==> config.mk <==
export PLATFORM = sky130hd
export DESIGN_NAME = gdp_top
export DESIGN_NICKNAME = d
export VERILOG_FILES = /design/src/logic/gdp_pkg.sv /design/src/logic/gdp_tok_if.sv /design/src/logic/gdp_lex.sv /design/src/logic/gdp_top.sv
export VERILOG_INCLUDE_DIRS = /design/src /design/src/logic
export SDC_FILE = /design/constraint.sdc
export NUM_CORES = 1
export LEC_CHECK = 0
export BUFFER_PORTS_ARGS = -buffer_cell sky130_fd_sc_hd__buf_4
export CAP_MARGIN = 5
export CORE_ASPECT_RATIO = 0.7
export CORE_UTILIZATION = 40
export DETAILED_ROUTE_END_ITERATION = 10
export PLACE_DENSITY = 0.69
export SYNTH_ARGS = -nofsm -noshare
export SYNTH_HDL_FRONTEND = slang
export SYNTH_SLANG_ARGS = --single-unit
==> constraint.sdc <==
create_clock -name ref_clk -period 2.6 [get_ports ref_clk]
set_input_delay 0.39 -clock ref_clk [delete_from_list [all_inputs] [get_ports ref_clk]]
set_output_delay 0.39 -clock ref_clk [all_outputs]
set_load 0.05 [all_outputs]
==> src/logic/gdp_cfg.svh <==
// Constants for the instrument command interpreter: offsets, codes, defaults
//
// Operation
// - Command letters are taken in upper or lower case with the same meaning.
// - The offset-on command captures the present reading as the offset of the function.
// - The offset-off command cancels the stored offset so readings come out uncorrected.
// - Only one offset is held; a new capture replaces the old one.
// - The status query reports offset on or off but never the offset value.
// - Power-up and device clear leave the offset disabled.
// - Display-normal runs the display normally and is the power-up and clear state.
// - Display-blank blanks the display while measuring and bus traffic go on.
// - Service mask code 00 disables requests and is the default; 01 asks on overrange.
// - Mask code 16 asks on data available, 32 on any error, and sums combine them.
// - The suffix commands turn the units suffix on readings off or on.
// - The terminator command picks one of six string endings, CR LF with EOI by default.
`ifndef GDP_CFG_SVH
`define GDP_CFG_SVH
// Register byte offsets
`define GDP_ADDR_STS 4'h0
`define GDP_ADDR_CLR 4'h4
`define GDP_ADDR_EN 4'h8
`define GDP_ADDR_CFG 4'hC
// Characters
`define GDP_CH_CR 8'h0D
`define GDP_CH_LF 8'h0A
`define GDP_CH_SP 8'h20
`define GDP_CH_STAR 8'h2A
`define GDP_CH_QM 8'h3F
`define GDP_CH_DIG0 8'h30
`define GDP_CH_DIG9 8'h39
`define GDP_CH_A 8'h41
`define GDP_CH_Z 8'h5A
`define GDP_CH_LA 8'h61
`define GDP_CH_LZ 8'h7A
`define GDP_CH_LB 8'h62
`define GDP_CASE 8'h20
`define GDP_TEN 8'h0A
// Command letters
`define GDP_CH_B 8'h42
`define GDP_CH_D 8'h44
`define GDP_CH_F 8'h46
`define GDP_CH_G 8'h47
`define GDP_CH_N 8'h4E
`define GDP_CH_P 8'h50
`define GDP_CH_R 8'h52
`define GDP_CH_S 8'h53
`define GDP_CH_T 8'h54
`define GDP_CH_W 8'h57
`define GDP_CH_X 8'h58
`define GDP_CH_Y 8'h59
`define GDP_CH_ZZ 8'h5A
// Arguments and defaults
`define GDP_ARG_ONE 8'h01
`define GDP_TERM_MAX 8'h05
`define GDP_TERM_DEF 3'h0
`define GDP_MASK_DEF 8'h00
`define GDP_MSK_OVR 0
`define GDP_MSK_DAV 4
`define GDP_MSK_ERR 5
// Interrupt status bits
`define GDP_IRQ_W 4
`define GDP_IRQ_ERR 0
`define GDP_IRQ_EXEC 1
`define GDP_IRQ_SRQ 2
`define GDP_IRQ_OFS 3
// Configuration readback fields
`define GDP_CFG_OFS 0
`define GDP_CFG_BLK 1
`define GDP_CFG_SFX 2
`define GDP_CFG_TRM 5:3
`define GDP_CFG_MSK 15:8
`define GDP_CFG_SRQ 16
`endif

==> src/logic/gdp_pkg.sv <==
// Types shared by the command interpreter modules
package gdp_pkg;
    typedef enum logic [1:0] {
        LX_IDLE = 2'b00,
        LX_LETTER = 2'b01,
        LX_NUM = 2'b10
    } gdp_lex_st_t;
    typedef logic [7:0] gdp_byte_t;
    typedef struct packed {
        logic ofs_v;
        logic ofs;
        logic dsp_v;
        logic dsp;
        logic sfx_v;
        logic sfx;
        logic trm_v;
        logic [2:0] trm;
        logic msk_v;
        logic [7:0] msk;
        logic [7:0] num;
        logic qry_v;
        logic [3:0] qry;
    } gdp_pend_t;
endpackage : gdp_pkg

==> src/logic/gdp_tok_if.sv <==
// Token carrier from the character scanner to the command core
`timescale 1ns/1ps
interface gdp_tok_if;
    logic tok_vld;
    logic [7:0] tok_cmd;
    logic [7:0] tok_arg;
    logic exec;
    logic trig;
    logic clr;
    logic err;
    modport lex (output tok_vld, tok_cmd, tok_arg, exec, trig, clr, err);
    modport core (input tok_vld, tok_cmd, tok_arg, exec, trig, clr, err);
endinterface : gdp_tok_if

==> src/logic/gdp_lex.sv <==
// Character scanner: folds case and splits the byte stream into tokens
`timescale 1ns/1ps
`include "gdp_cfg.svh"
module gdp_lex (
    // Clock and reset
    input wire logic ref_clk,
    input wire logic arst_n,
    // Received bytes from the bus interface logic
    input wire logic rx_vld,
    input wire gdp_pkg::gdp_byte_t rx_byte,
    input wire logic rx_eoi,
    input wire logic rx_get,
    input wire logic rem_lsn,
    // Tokens out
    gdp_tok_if.lex tok
);
    import gdp_pkg::*;

    function automatic gdp_byte_t gdp_fold(input gdp_byte_t c);
        if (c >= `GDP_CH_LA && c <= `GDP_CH_LZ) begin
            return c - `GDP_CASE;
        end
        return c;
    endfunction : gdp_fold

    function automatic logic gdp_is_dig(input gdp_byte_t c);
        return (c >= `GDP_CH_DIG0) && (c <= `GDP_CH_DIG9);
    endfunction : gdp_is_dig

    gdp_lex_st_t st_ff, nxt_st;
    gdp_byte_t let_ff, nxt_let, acc_ff, nxt_acc, c;
    logic take, t_vld, t_exec, t_trig, t_clr, t_err;
    gdp_byte_t t_cmd, t_arg;

    assign take = rx_vld && rem_lsn;
    assign c = gdp_fold(rx_byte);

    // Next token; a half-typed letter at a terminator is a syntax error
    always_comb begin
        nxt_st = st_ff;
        nxt_let = let_ff;
        nxt_acc = acc_ff;
        t_vld = 1'b0;
        t_cmd = let_ff;
        t_arg = 8'h00;
        t_exec = 1'b0;
        t_trig = 1'b0;
        t_clr = 1'b0;
        t_err = 1'b0;
        if (take) begin
            if (st_ff == LX_LETTER && c != `GDP_CH_CR && c != `GDP_CH_LF) begin
                t_vld = gdp_is_dig(c);
                t_arg = c - `GDP_CH_DIG0;
                t_err = !gdp_is_dig(c);
                nxt_st = LX_IDLE;
            end else if (st_ff == LX_NUM && gdp_is_dig(c)) begin
                nxt_acc = 8'(acc_ff * `GDP_TEN + (c - `GDP_CH_DIG0));
            end else begin
                // A number ends at the first non-digit
                if (st_ff == LX_NUM) begin
                    t_vld = 1'b1;
                    t_cmd = `GDP_CH_N;
                    t_arg = acc_ff;
                end
                t_err = (st_ff == LX_LETTER);
                nxt_st = LX_IDLE;
                if (c == `GDP_CH_CR || c == `GDP_CH_LF) begin
                    t_exec = 1'b1;
                end else if (c == `GDP_CH_STAR) begin
                    t_clr = 1'b1;
                end else if (c == `GDP_CH_QM) begin
                    t_trig = 1'b1;
                end else if (c == `GDP_CH_N) begin
                    nxt_st = LX_NUM;
                    nxt_acc = 8'h00;
                end else if (c >= `GDP_CH_A && c <= `GDP_CH_Z) begin
                    nxt_st = LX_LETTER;
                    nxt_let = c;
                end else if (c != `GDP_CH_SP) begin
                    t_err = 1'b1;
                end
            end
            if (rx_eoi) begin
                t_exec = 1'b1;
                if (nxt_st == LX_LETTER) begin
                    t_err = 1'b1;
                end
                if (nxt_st == LX_NUM) begin
                    t_vld = 1'b1;
                    t_cmd = `GDP_CH_N;
                    t_arg = nxt_acc;
                end
                nxt_st = LX_IDLE;
            end
        end
        if (rx_get) begin
            t_exec = 1'b1;
            t_trig = 1'b1;
        end
    end

    // Scanner state
    always_ff @(posedge ref_clk or negedge arst_n) begin
        if (!arst_n) begin
            st_ff <= LX_IDLE;
            let_ff <= 8'h00;
            acc_ff <= 8'h00;
        end else begin
            st_ff <= nxt_st;
            let_ff <= nxt_let;
            acc_ff <= nxt_acc;
        end
    end

    // Registered token outputs
    always_ff @(posedge ref_clk or negedge arst_n) begin
        if (!arst_n) begin
            tok.tok_vld <= 1'b0;
            tok.tok_cmd <= 8'h00;
            tok.tok_arg <= 8'h00;
            tok.exec <= 1'b0;
            tok.trig <= 1'b0;
            tok.clr <= 1'b0;
            tok.err <= 1'b0;
        end else begin
            tok.tok_vld <= t_vld;
            tok.tok_cmd <= t_cmd;
            tok.tok_arg <= t_arg;
            tok.exec <= t_exec;
            tok.trig <= t_trig;
            tok.clr <= t_clr;
            tok.err <= t_err;
        end
    end
endmodule : gdp_lex

==> src/logic/gdp_top.sv <==
// Command interpreter core: settings, offset, service request and registers
//
// The implementer's own choices: the plain strobed port and the placing of the registers.
`timescale 1ns/1ps
`include "gdp_cfg.svh"
module gdp_top #(
    parameter int RW = 24
) (
    // Clock and reset
    input wire logic ref_clk,
    input wire logic arst_n,
    // Bus interface logic
    input wire logic rx_vld,
    input wire gdp_pkg::gdp_byte_t rx_byte,
    input wire logic rx_eoi,
    input wire logic rx_get,
    input wire logic rx_dev_clr,
    input wire logic rem_lsn,
    input wire logic srq_ack,
    // Measurement core
    input wire logic rdg_vld,
    input wire logic signed [RW-1:0] rdg_val,
    input wire logic rdg_ovr,
    input wire logic meas_err,
    // Settings and results
    output logic signed [RW-1:0] rdg_out_ff,
    output logic rdg_out_vld_ff,
    output logic offset_en_ff,
    output logic disp_blank_ff,
    output logic suffix_en_ff,
    output logic [2:0] term_sel_ff,
    output gdp_pkg::gdp_byte_t srq_mask_ff,
    output logic srq_ff,
    output logic meas_trig_ff,
    output logic qry_vld_ff,
    output logic [3:0] qry_code_ff,
    output logic qry_ofs_ff,
    // Register port
    input wire logic [3:0] reg_addr,
    input wire logic [31:0] reg_wdata,
    input wire logic reg_wr,
    input wire logic reg_rd,
    output logic [31:0] reg_rdata_ff,
    output logic irq_ff
);
    import gdp_pkg::*;
    gdp_tok_if tok ();

    gdp_lex u_lex (
        .ref_clk(ref_clk),
        .arst_n(arst_n),
        .rx_vld(rx_vld),
        .rx_byte(rx_byte),
        .rx_eoi(rx_eoi),
        .rx_get(rx_get),
        .rem_lsn(rem_lsn),
        .tok(tok.lex)
    );

    ////////////////////////////////////////////////////////////////////////////////
    // Pending commands
    gdp_pend_t pend_ff, pm;
    logic cmd_err, commit, dclr, err_evt;
    logic signed [RW-1:0] rdg_last_ff, offset_val_ff;
    // Binary switch commands accept only 0 or 1
    function automatic logic gdp_bin_ok(input gdp_byte_t a);
        return a <= `GDP_ARG_ONE;
    endfunction : gdp_bin_ok

    assign commit = tok.exec;
    assign dclr = rx_dev_clr || tok.clr;

    // Merge the token of this cycle so a terminator in the same cycle sees it
    always_comb begin
        pm = pend_ff;
        cmd_err = 1'b0;
        if (tok.tok_vld) begin
            case (tok.tok_cmd)
                `GDP_CH_B: begin
                    pm.ofs_v = gdp_bin_ok(tok.tok_arg);
                    pm.ofs = tok.tok_arg[0];
                    cmd_err = !gdp_bin_ok(tok.tok_arg);
                end
                `GDP_CH_D: begin
                    pm.dsp_v = gdp_bin_ok(tok.tok_arg);
                    pm.dsp = tok.tok_arg[0];
                    cmd_err = !gdp_bin_ok(tok.tok_arg);
                end
                `GDP_CH_Y: begin
                    pm.sfx_v = gdp_bin_ok(tok.tok_arg);
                    pm.sfx = tok.tok_arg[0];
                    cmd_err = !gdp_bin_ok(tok.tok_arg);
                end
                `GDP_CH_W: begin
                    pm.trm_v = tok.tok_arg <= `GDP_TERM_MAX;
                    pm.trm = tok.tok_arg[2:0];
                    cmd_err = tok.tok_arg > `GDP_TERM_MAX;
                end
                `GDP_CH_P: begin
                    // Only the mask put is handled here; any other P argument is ignored without error
                    pm.msk_v = (tok.tok_arg == `GDP_ARG_ONE) || pend_ff.msk_v;
                    pm.msk = (tok.tok_arg == `GDP_ARG_ONE) ? pend_ff.num : pend_ff.msk;
                end
                `GDP_CH_N: begin
                    pm.num = tok.tok_arg;
                end
                `GDP_CH_G: begin
                    pm.qry_v = 1'b1;
                    pm.qry = tok.tok_arg[3:0];
                end
                `GDP_CH_F, `GDP_CH_R, `GDP_CH_S, `GDP_CH_T, `GDP_CH_X, `GDP_CH_ZZ: begin
                    pm = pend_ff;
                end
                default: begin
                    cmd_err = 1'b1;
                end
            endcase
        end
    end
    assign err_evt = cmd_err || tok.err || meas_err;
    // Pending set is dropped on clear and after each execute
    always_ff @(posedge ref_clk or negedge arst_n) begin
        if (!arst_n) begin
            pend_ff <= '0;
        end else if (dclr || commit) begin
            pend_ff <= '0;
        end else begin
            pend_ff <= pm;
        end
    end

    ////////////////////////////////////////////////////////////////////////////////
    // Settings
    // clear defaults win over a commit
    always_ff @(posedge ref_clk or negedge arst_n) begin
        if (!arst_n) begin
            disp_blank_ff <= 1'b0;
            suffix_en_ff <= 1'b0;
            term_sel_ff <= `GDP_TERM_DEF;
            srq_mask_ff <= `GDP_MASK_DEF;
        end else if (dclr) begin
            disp_blank_ff <= 1'b0;
            suffix_en_ff <= 1'b0;
            term_sel_ff <= `GDP_TERM_DEF;
            srq_mask_ff <= `GDP_MASK_DEF;
        end else if (commit) begin
            if (pm.dsp_v) begin
                disp_blank_ff <= pm.dsp;
            end
            if (pm.sfx_v) begin
                suffix_en_ff <= pm.sfx;
            end
            if (pm.trm_v) begin
                term_sel_ff <= pm.trm;
            end
            if (pm.msk_v) begin
                srq_mask_ff <= pm.msk;
            end
        end
    end

    // Last raw reading, the source of an offset capture
    always_ff @(posedge ref_clk or negedge arst_n) begin
        if (!arst_n) begin
            rdg_last_ff <= '0;
        end else if (rdg_vld) begin
            rdg_last_ff <= rdg_val;
        end
    end

    always_ff @(posedge ref_clk or negedge arst_n) begin
        if (!arst_n) begin
            offset_en_ff <= 1'b0;
            offset_val_ff <= '0;
        end else if (dclr) begin
            offset_en_ff <= 1'b0;
        end else if (commit && pm.ofs_v) begin
            offset_en_ff <= pm.ofs;
            if (pm.ofs) begin
                offset_val_ff <= rdg_last_ff;
            end
        end
    end

    // corrected reading; wraps at the reading width
    always_ff @(posedge ref_clk or negedge arst_n) begin
        if (!arst_n) begin
            rdg_out_ff <= '0;
            rdg_out_vld_ff <= 1'b0;
        end else begin
            rdg_out_vld_ff <= rdg_vld;
            if (rdg_vld) begin
                rdg_out_ff <= offset_en_ff ? RW'(rdg_val - offset_val_ff) : rdg_val;
            end
        end
    end

    // query carries only the offset state bit
    always_ff @(posedge ref_clk or negedge arst_n) begin
        if (!arst_n) begin
            qry_vld_ff <= 1'b0;
            qry_code_ff <= 4'h0;
            qry_ofs_ff <= 1'b0;
            meas_trig_ff <= 1'b0;
        end else begin
            qry_vld_ff <= commit && pm.qry_v && !dclr;
            meas_trig_ff <= tok.trig;
            if (commit && pm.qry_v) begin
                qry_code_ff <= pm.qry;
                qry_ofs_ff <= offset_en_ff;
            end
        end
    end

    ////////////////////////////////////////////////////////////////////////////////
    // Service request
    logic srq_cond;
    assign srq_cond = (srq_mask_ff[`GDP_MSK_OVR] && rdg_vld && rdg_ovr)
        || (srq_mask_ff[`GDP_MSK_DAV] && rdg_vld)
        || (srq_mask_ff[`GDP_MSK_ERR] && err_evt);

    // A new condition beats a poll acknowledge in the same cycle
    always_ff @(posedge ref_clk or negedge arst_n) begin
        if (!arst_n) begin
            srq_ff <= 1'b0;
        end else if (srq_cond) begin
            srq_ff <= 1'b1;
        end else if (srq_ack || dclr) begin
            srq_ff <= 1'b0;
        end
    end

    ////////////////////////////////////////////////////////////////////////////////
    // Registers and interrupt
    logic [`GDP_IRQ_W-1:0] sts_ff, en_ff, ev, clr_bits;
    logic wr_clr, wr_en;

    assign wr_clr = reg_wr && (reg_addr == `GDP_ADDR_CLR);
    assign wr_en = reg_wr && (reg_addr == `GDP_ADDR_EN);
    assign clr_bits = wr_clr ? reg_wdata[`GDP_IRQ_W-1:0] : '0;

    always_comb begin
        ev = '0;
        ev[`GDP_IRQ_ERR] = err_evt;
        ev[`GDP_IRQ_EXEC] = commit;
        ev[`GDP_IRQ_SRQ] = srq_cond && !srq_ff;
        ev[`GDP_IRQ_OFS] = commit && pm.ofs_v && pm.ofs && !dclr;
    end

    // Sticky status; an event in the clear cycle survives
    always_ff @(posedge ref_clk or negedge arst_n) begin
        if (!arst_n) begin
            sts_ff <= '0;
        end else begin
            sts_ff <= (sts_ff & ~clr_bits) | ev;
        end
    end

    // Enable register and level interrupt
    always_ff @(posedge ref_clk or negedge arst_n) begin
        if (!arst_n) begin
            en_ff <= '0;
            irq_ff <= 1'b0;
        end else begin
            if (wr_en) begin
                en_ff <= reg_wdata[`GDP_IRQ_W-1:0];
            end
            irq_ff <= |(sts_ff & en_ff);
        end
    end

    // Read data in the cycle after the strobe only; unmapped reads zero
    always_ff @(posedge ref_clk or negedge arst_n) begin
        if (!arst_n) begin
            reg_rdata_ff <= '0;
        end else begin
            reg_rdata_ff <= '0;
            if (reg_rd) begin
                case (reg_addr)
                    `GDP_ADDR_STS: reg_rdata_ff[`GDP_IRQ_W-1:0] <= sts_ff;
                    `GDP_ADDR_EN: reg_rdata_ff[`GDP_IRQ_W-1:0] <= en_ff;
                    `GDP_ADDR_CFG: begin
                        reg_rdata_ff[`GDP_CFG_OFS] <= offset_en_ff;
                        reg_rdata_ff[`GDP_CFG_BLK] <= disp_blank_ff;
                        reg_rdata_ff[`GDP_CFG_SFX] <= suffix_en_ff;
                        reg_rdata_ff[`GDP_CFG_TRM] <= term_sel_ff;
                        reg_rdata_ff[`GDP_CFG_MSK] <= srq_mask_ff;
                        reg_rdata_ff[`GDP_CFG_SRQ] <= srq_ff;
                    end
                    default: reg_rdata_ff <= '0;
                endcase
            end
        end
    end
endmodule : gdp_top

==> results.md <==
* Status: finished, violations left
* Failing checks: setup timing
* Number of synthesized flops with an enable pin at 0
* Place WS at -0.358 ns
* Overall Global Routing Usage at 0.198
* IO Port Bufs at 115
* Top cells by count, synth: dfrtp_1, nor2_1, nand2_1
* Leak at 5.98 nW
* WP buf/inv at 1
* CP top delay family: compound AO/OA/AOI/OAI gates
* Deepest clock path buffer count at 2
* Vias in the first global route at 7386
* Crit path max-delay cell type: dfrtp_1
* Slowest cell delay on critical path at 0.39 ns
* Final min period at 2.60 ns
* FF+latch count, synth at 190
* CTS tree: built
* DRT Pass-1 Iters at 8
* Startpoint of the worst hold path: rx_get
* Final Setup Violations at 1
* Area contributors post-synth: dfrtp_1, ha_1, mux2_2
* CP Max Fanout at 5
* Post-synth top area share at 0.490
* Fraction of layout cells with a size suffix above 1 at 0.311
* Worst Max-Slew Pin Slew at 0.558 ns
* Routed via count at 7757
* Die area at 0.0249 mm2
* Routed vias/inst at 5.25
* WL per Instance at 16.2 um
* Reg-to-reg startpoint: offset_val_ff[0]
* # rows at 47
* Worst Hold Class: input pin to register
* CP startpoint kind: register
* Register area share after synthesis at 0.490
* Gate Count Post-Synth at 940
* H-tree Lvls at 4
* Chain of cells forming the critical path: ha_2, fa_2, nor2b_2, o31a_1, o31ai_2, buf_4, o211ai_1, a31oi_2, o21ai_2, mux2i_1, a221o_1
* Post-Synthesis Cell Area at 0.00971 mm2
* Initial antenna violation count at 1
* DP HPWL at 17500 um
* Prevailing post-synth register cell: dfrtp_1
* Final hold vios at 0
* Post-DRT Antenna Nets at 0
* First-pass GRT wire length at 39200 um
* Die X at 188 um
* CP endpoint kind: register
* Post-synth ARST share at 1.00
* Layout area overhead at 29.4%
* Root buf cell: clkbuf_16
* Mean Syn Cell Area at 10.3 um2
* Largest area contributor in the netlist: dfrtp_1
* Drt total wl at 24000 um
* Starting Density at 0.410
* PwrDens at 551 mW/mm2
* CTS Buf Count at 17
* Max-cap violations at 0
* Die span in y at 132 um
* Slew Viols, Final at 0
* Ports at 161
* CTS Sinks at 190
* FF-to-FF setup slack at -0.005 ns
* Largest net degree at the start of global routing at 68
* Max-slew headroom at 0.627
* Clock transition at the registers of the reported paths at 0.07 ns
* Post-layout nets at 1271
* Max Freq at 384 MHz
* Core Area at 0.0237 mm2
* Netlist cell types at 73
* Routability cong. at 0.907
* Fin crit share at 1.00
* RSZ-0062 raised after global routing: yes
* CP arrival at 2.92 ns
* Worst vdd ir at 0.358 mV
* Crit path required time at 2.91 ns
* Crit path launch: offset_val_ff[0]
* Hold Worst Slack at 0.194 ns
* Layout fillers at 2097
* Setup_tns at -0.00459 ns
* Gr ovfl total at 0
* Clock Skew at 0.0111 ns
* DRC Markers at 0
* Most frequent cell after synthesis: dfrtp_1
* Iter 0 DRT Violations at 721
* Setup ws final at -0.00459 ns
* Yosys warnings at 0
* Worst Setup Path Type: register to register
* Skew-Pair Late Insertion Delay at 0.44 ns
## repair_timing
action                     4_1_cts  5_1_grt
hold buffers                     1        0
pin swaps                        7       18
setup endpoints to repair        6       24
buffers inserted                 2        3
hold endpoints to repair        58        0
gates resized for setup          9       36
cloned                           0        0
## worst paths after layout
check / cells past startpoint / to
min reg2reg: 0 / meas_trig_ff
min: 2 / u_lex.tok.exec
max reg2reg: 11 / rdg_out_ff[22]
max in group asynchronous: 3 / offset_val_ff[11]
max: 11 / rdg_out_ff[22]
min in group asynchronous: 2 / reg_rdata_ff[9]
## state kept, by name, summed over array words and instances, names as in the netlist, 15 cells and up
signal / count
pend_ff: 32
offset_val_ff: 24
rdg_last_ff: 24
rdg_out_ff: 24
reg_rdata_ff: 15
## report_power, final
group	leakage, nW	switching (mW)	internal [mW]	total (mW)
Combinational	3.31	0.597	0.402	0.999
Clock	0.300	1.30	1.40	2.69
Sequential	2.37	0.123	3.10	3.23
## layer usage
metal,vias to the layer above,share of wire,track usage
met1,3741,0.50,0.309
met2,253,0.42,0.273
met4,0,0.016,0.0583
li1,3737,-,-
met5,-,0,0
met3,26,0.063,0.0410
## kinds of logic (layout without fill, tap and decap cells)
family                   after synthesis  count (layout)  synth area share
AND/OR/NAND/NOR                      278             278             0.139
AO/OA/AOI/OAI                        223             223             0.152
flip-flops                           190             190             0.490
buffers and inverters                 94             297            0.0438
multiplexers                          84              84            0.0923
adder cells (fa/ha/maj)               44              44            0.0590
XOR/XNOR                              26              26            0.0235
other                                  1              18          0.000386
## metrics by stage
step           std cells  utilization  area, um2  power (mW)
2_1_floorplan        956            -       9890        3.88
3_3_place_gp        1439        0.493      11700        4.25
3_5_place_dp        1439        0.493      11700        4.27
4_1_cts             1474        0.521      12300        6.96
5_1_grt             1477        0.530      12600        7.21
6_report            1478        0.530      12600        6.92
## layout by cell type, fill, tap and decap left out, types with 8 or more instances in the layout
master     netlist  layout
xor2_1          11      11
o21ai_0         48      44
nand2_1         66      66
a21oi_1         53      47
dfrtp_1        190     189
nand2b_1        12      11
ha_1            41      27
a22o_1           8       8
clkbuf_16        0      17
ha_4             0      11
conb_1           1      17
a22oi_1         15      15
inv_1           39      33
buf_4           18     221
a211oi_1        14      13
o21a_1           9       9
mux2_2          44      44
nor3_1          17      15
mux2i_1         40      40
and2_1          18      17
nor2b_1         13      12
nand3_1         14      13
xnor2_1         15      15
a21o_1          15      15
nor2_1          99      98
## layout make-up
| class | count | area (um2) | share of cell area |
|---|---|---|---|
| sequential | 190 | 4760 | 0.379 |
| multi-input combinational | 672 | 4900 | 0.391 |
| antenna | 1 | 2.50 | 0.000199 |
| clock inverter | 15 | 191 | 0.0152 |
| clock buffer | 17 | 425 | 0.0339 |
| inverter | 40 | 155 | 0.0124 |
| tap | 318 | 398 | 0.0317 |
| timing repair buffer | 225 | 1720 | 0.137 |
Power figures use the tool's default switching activity.
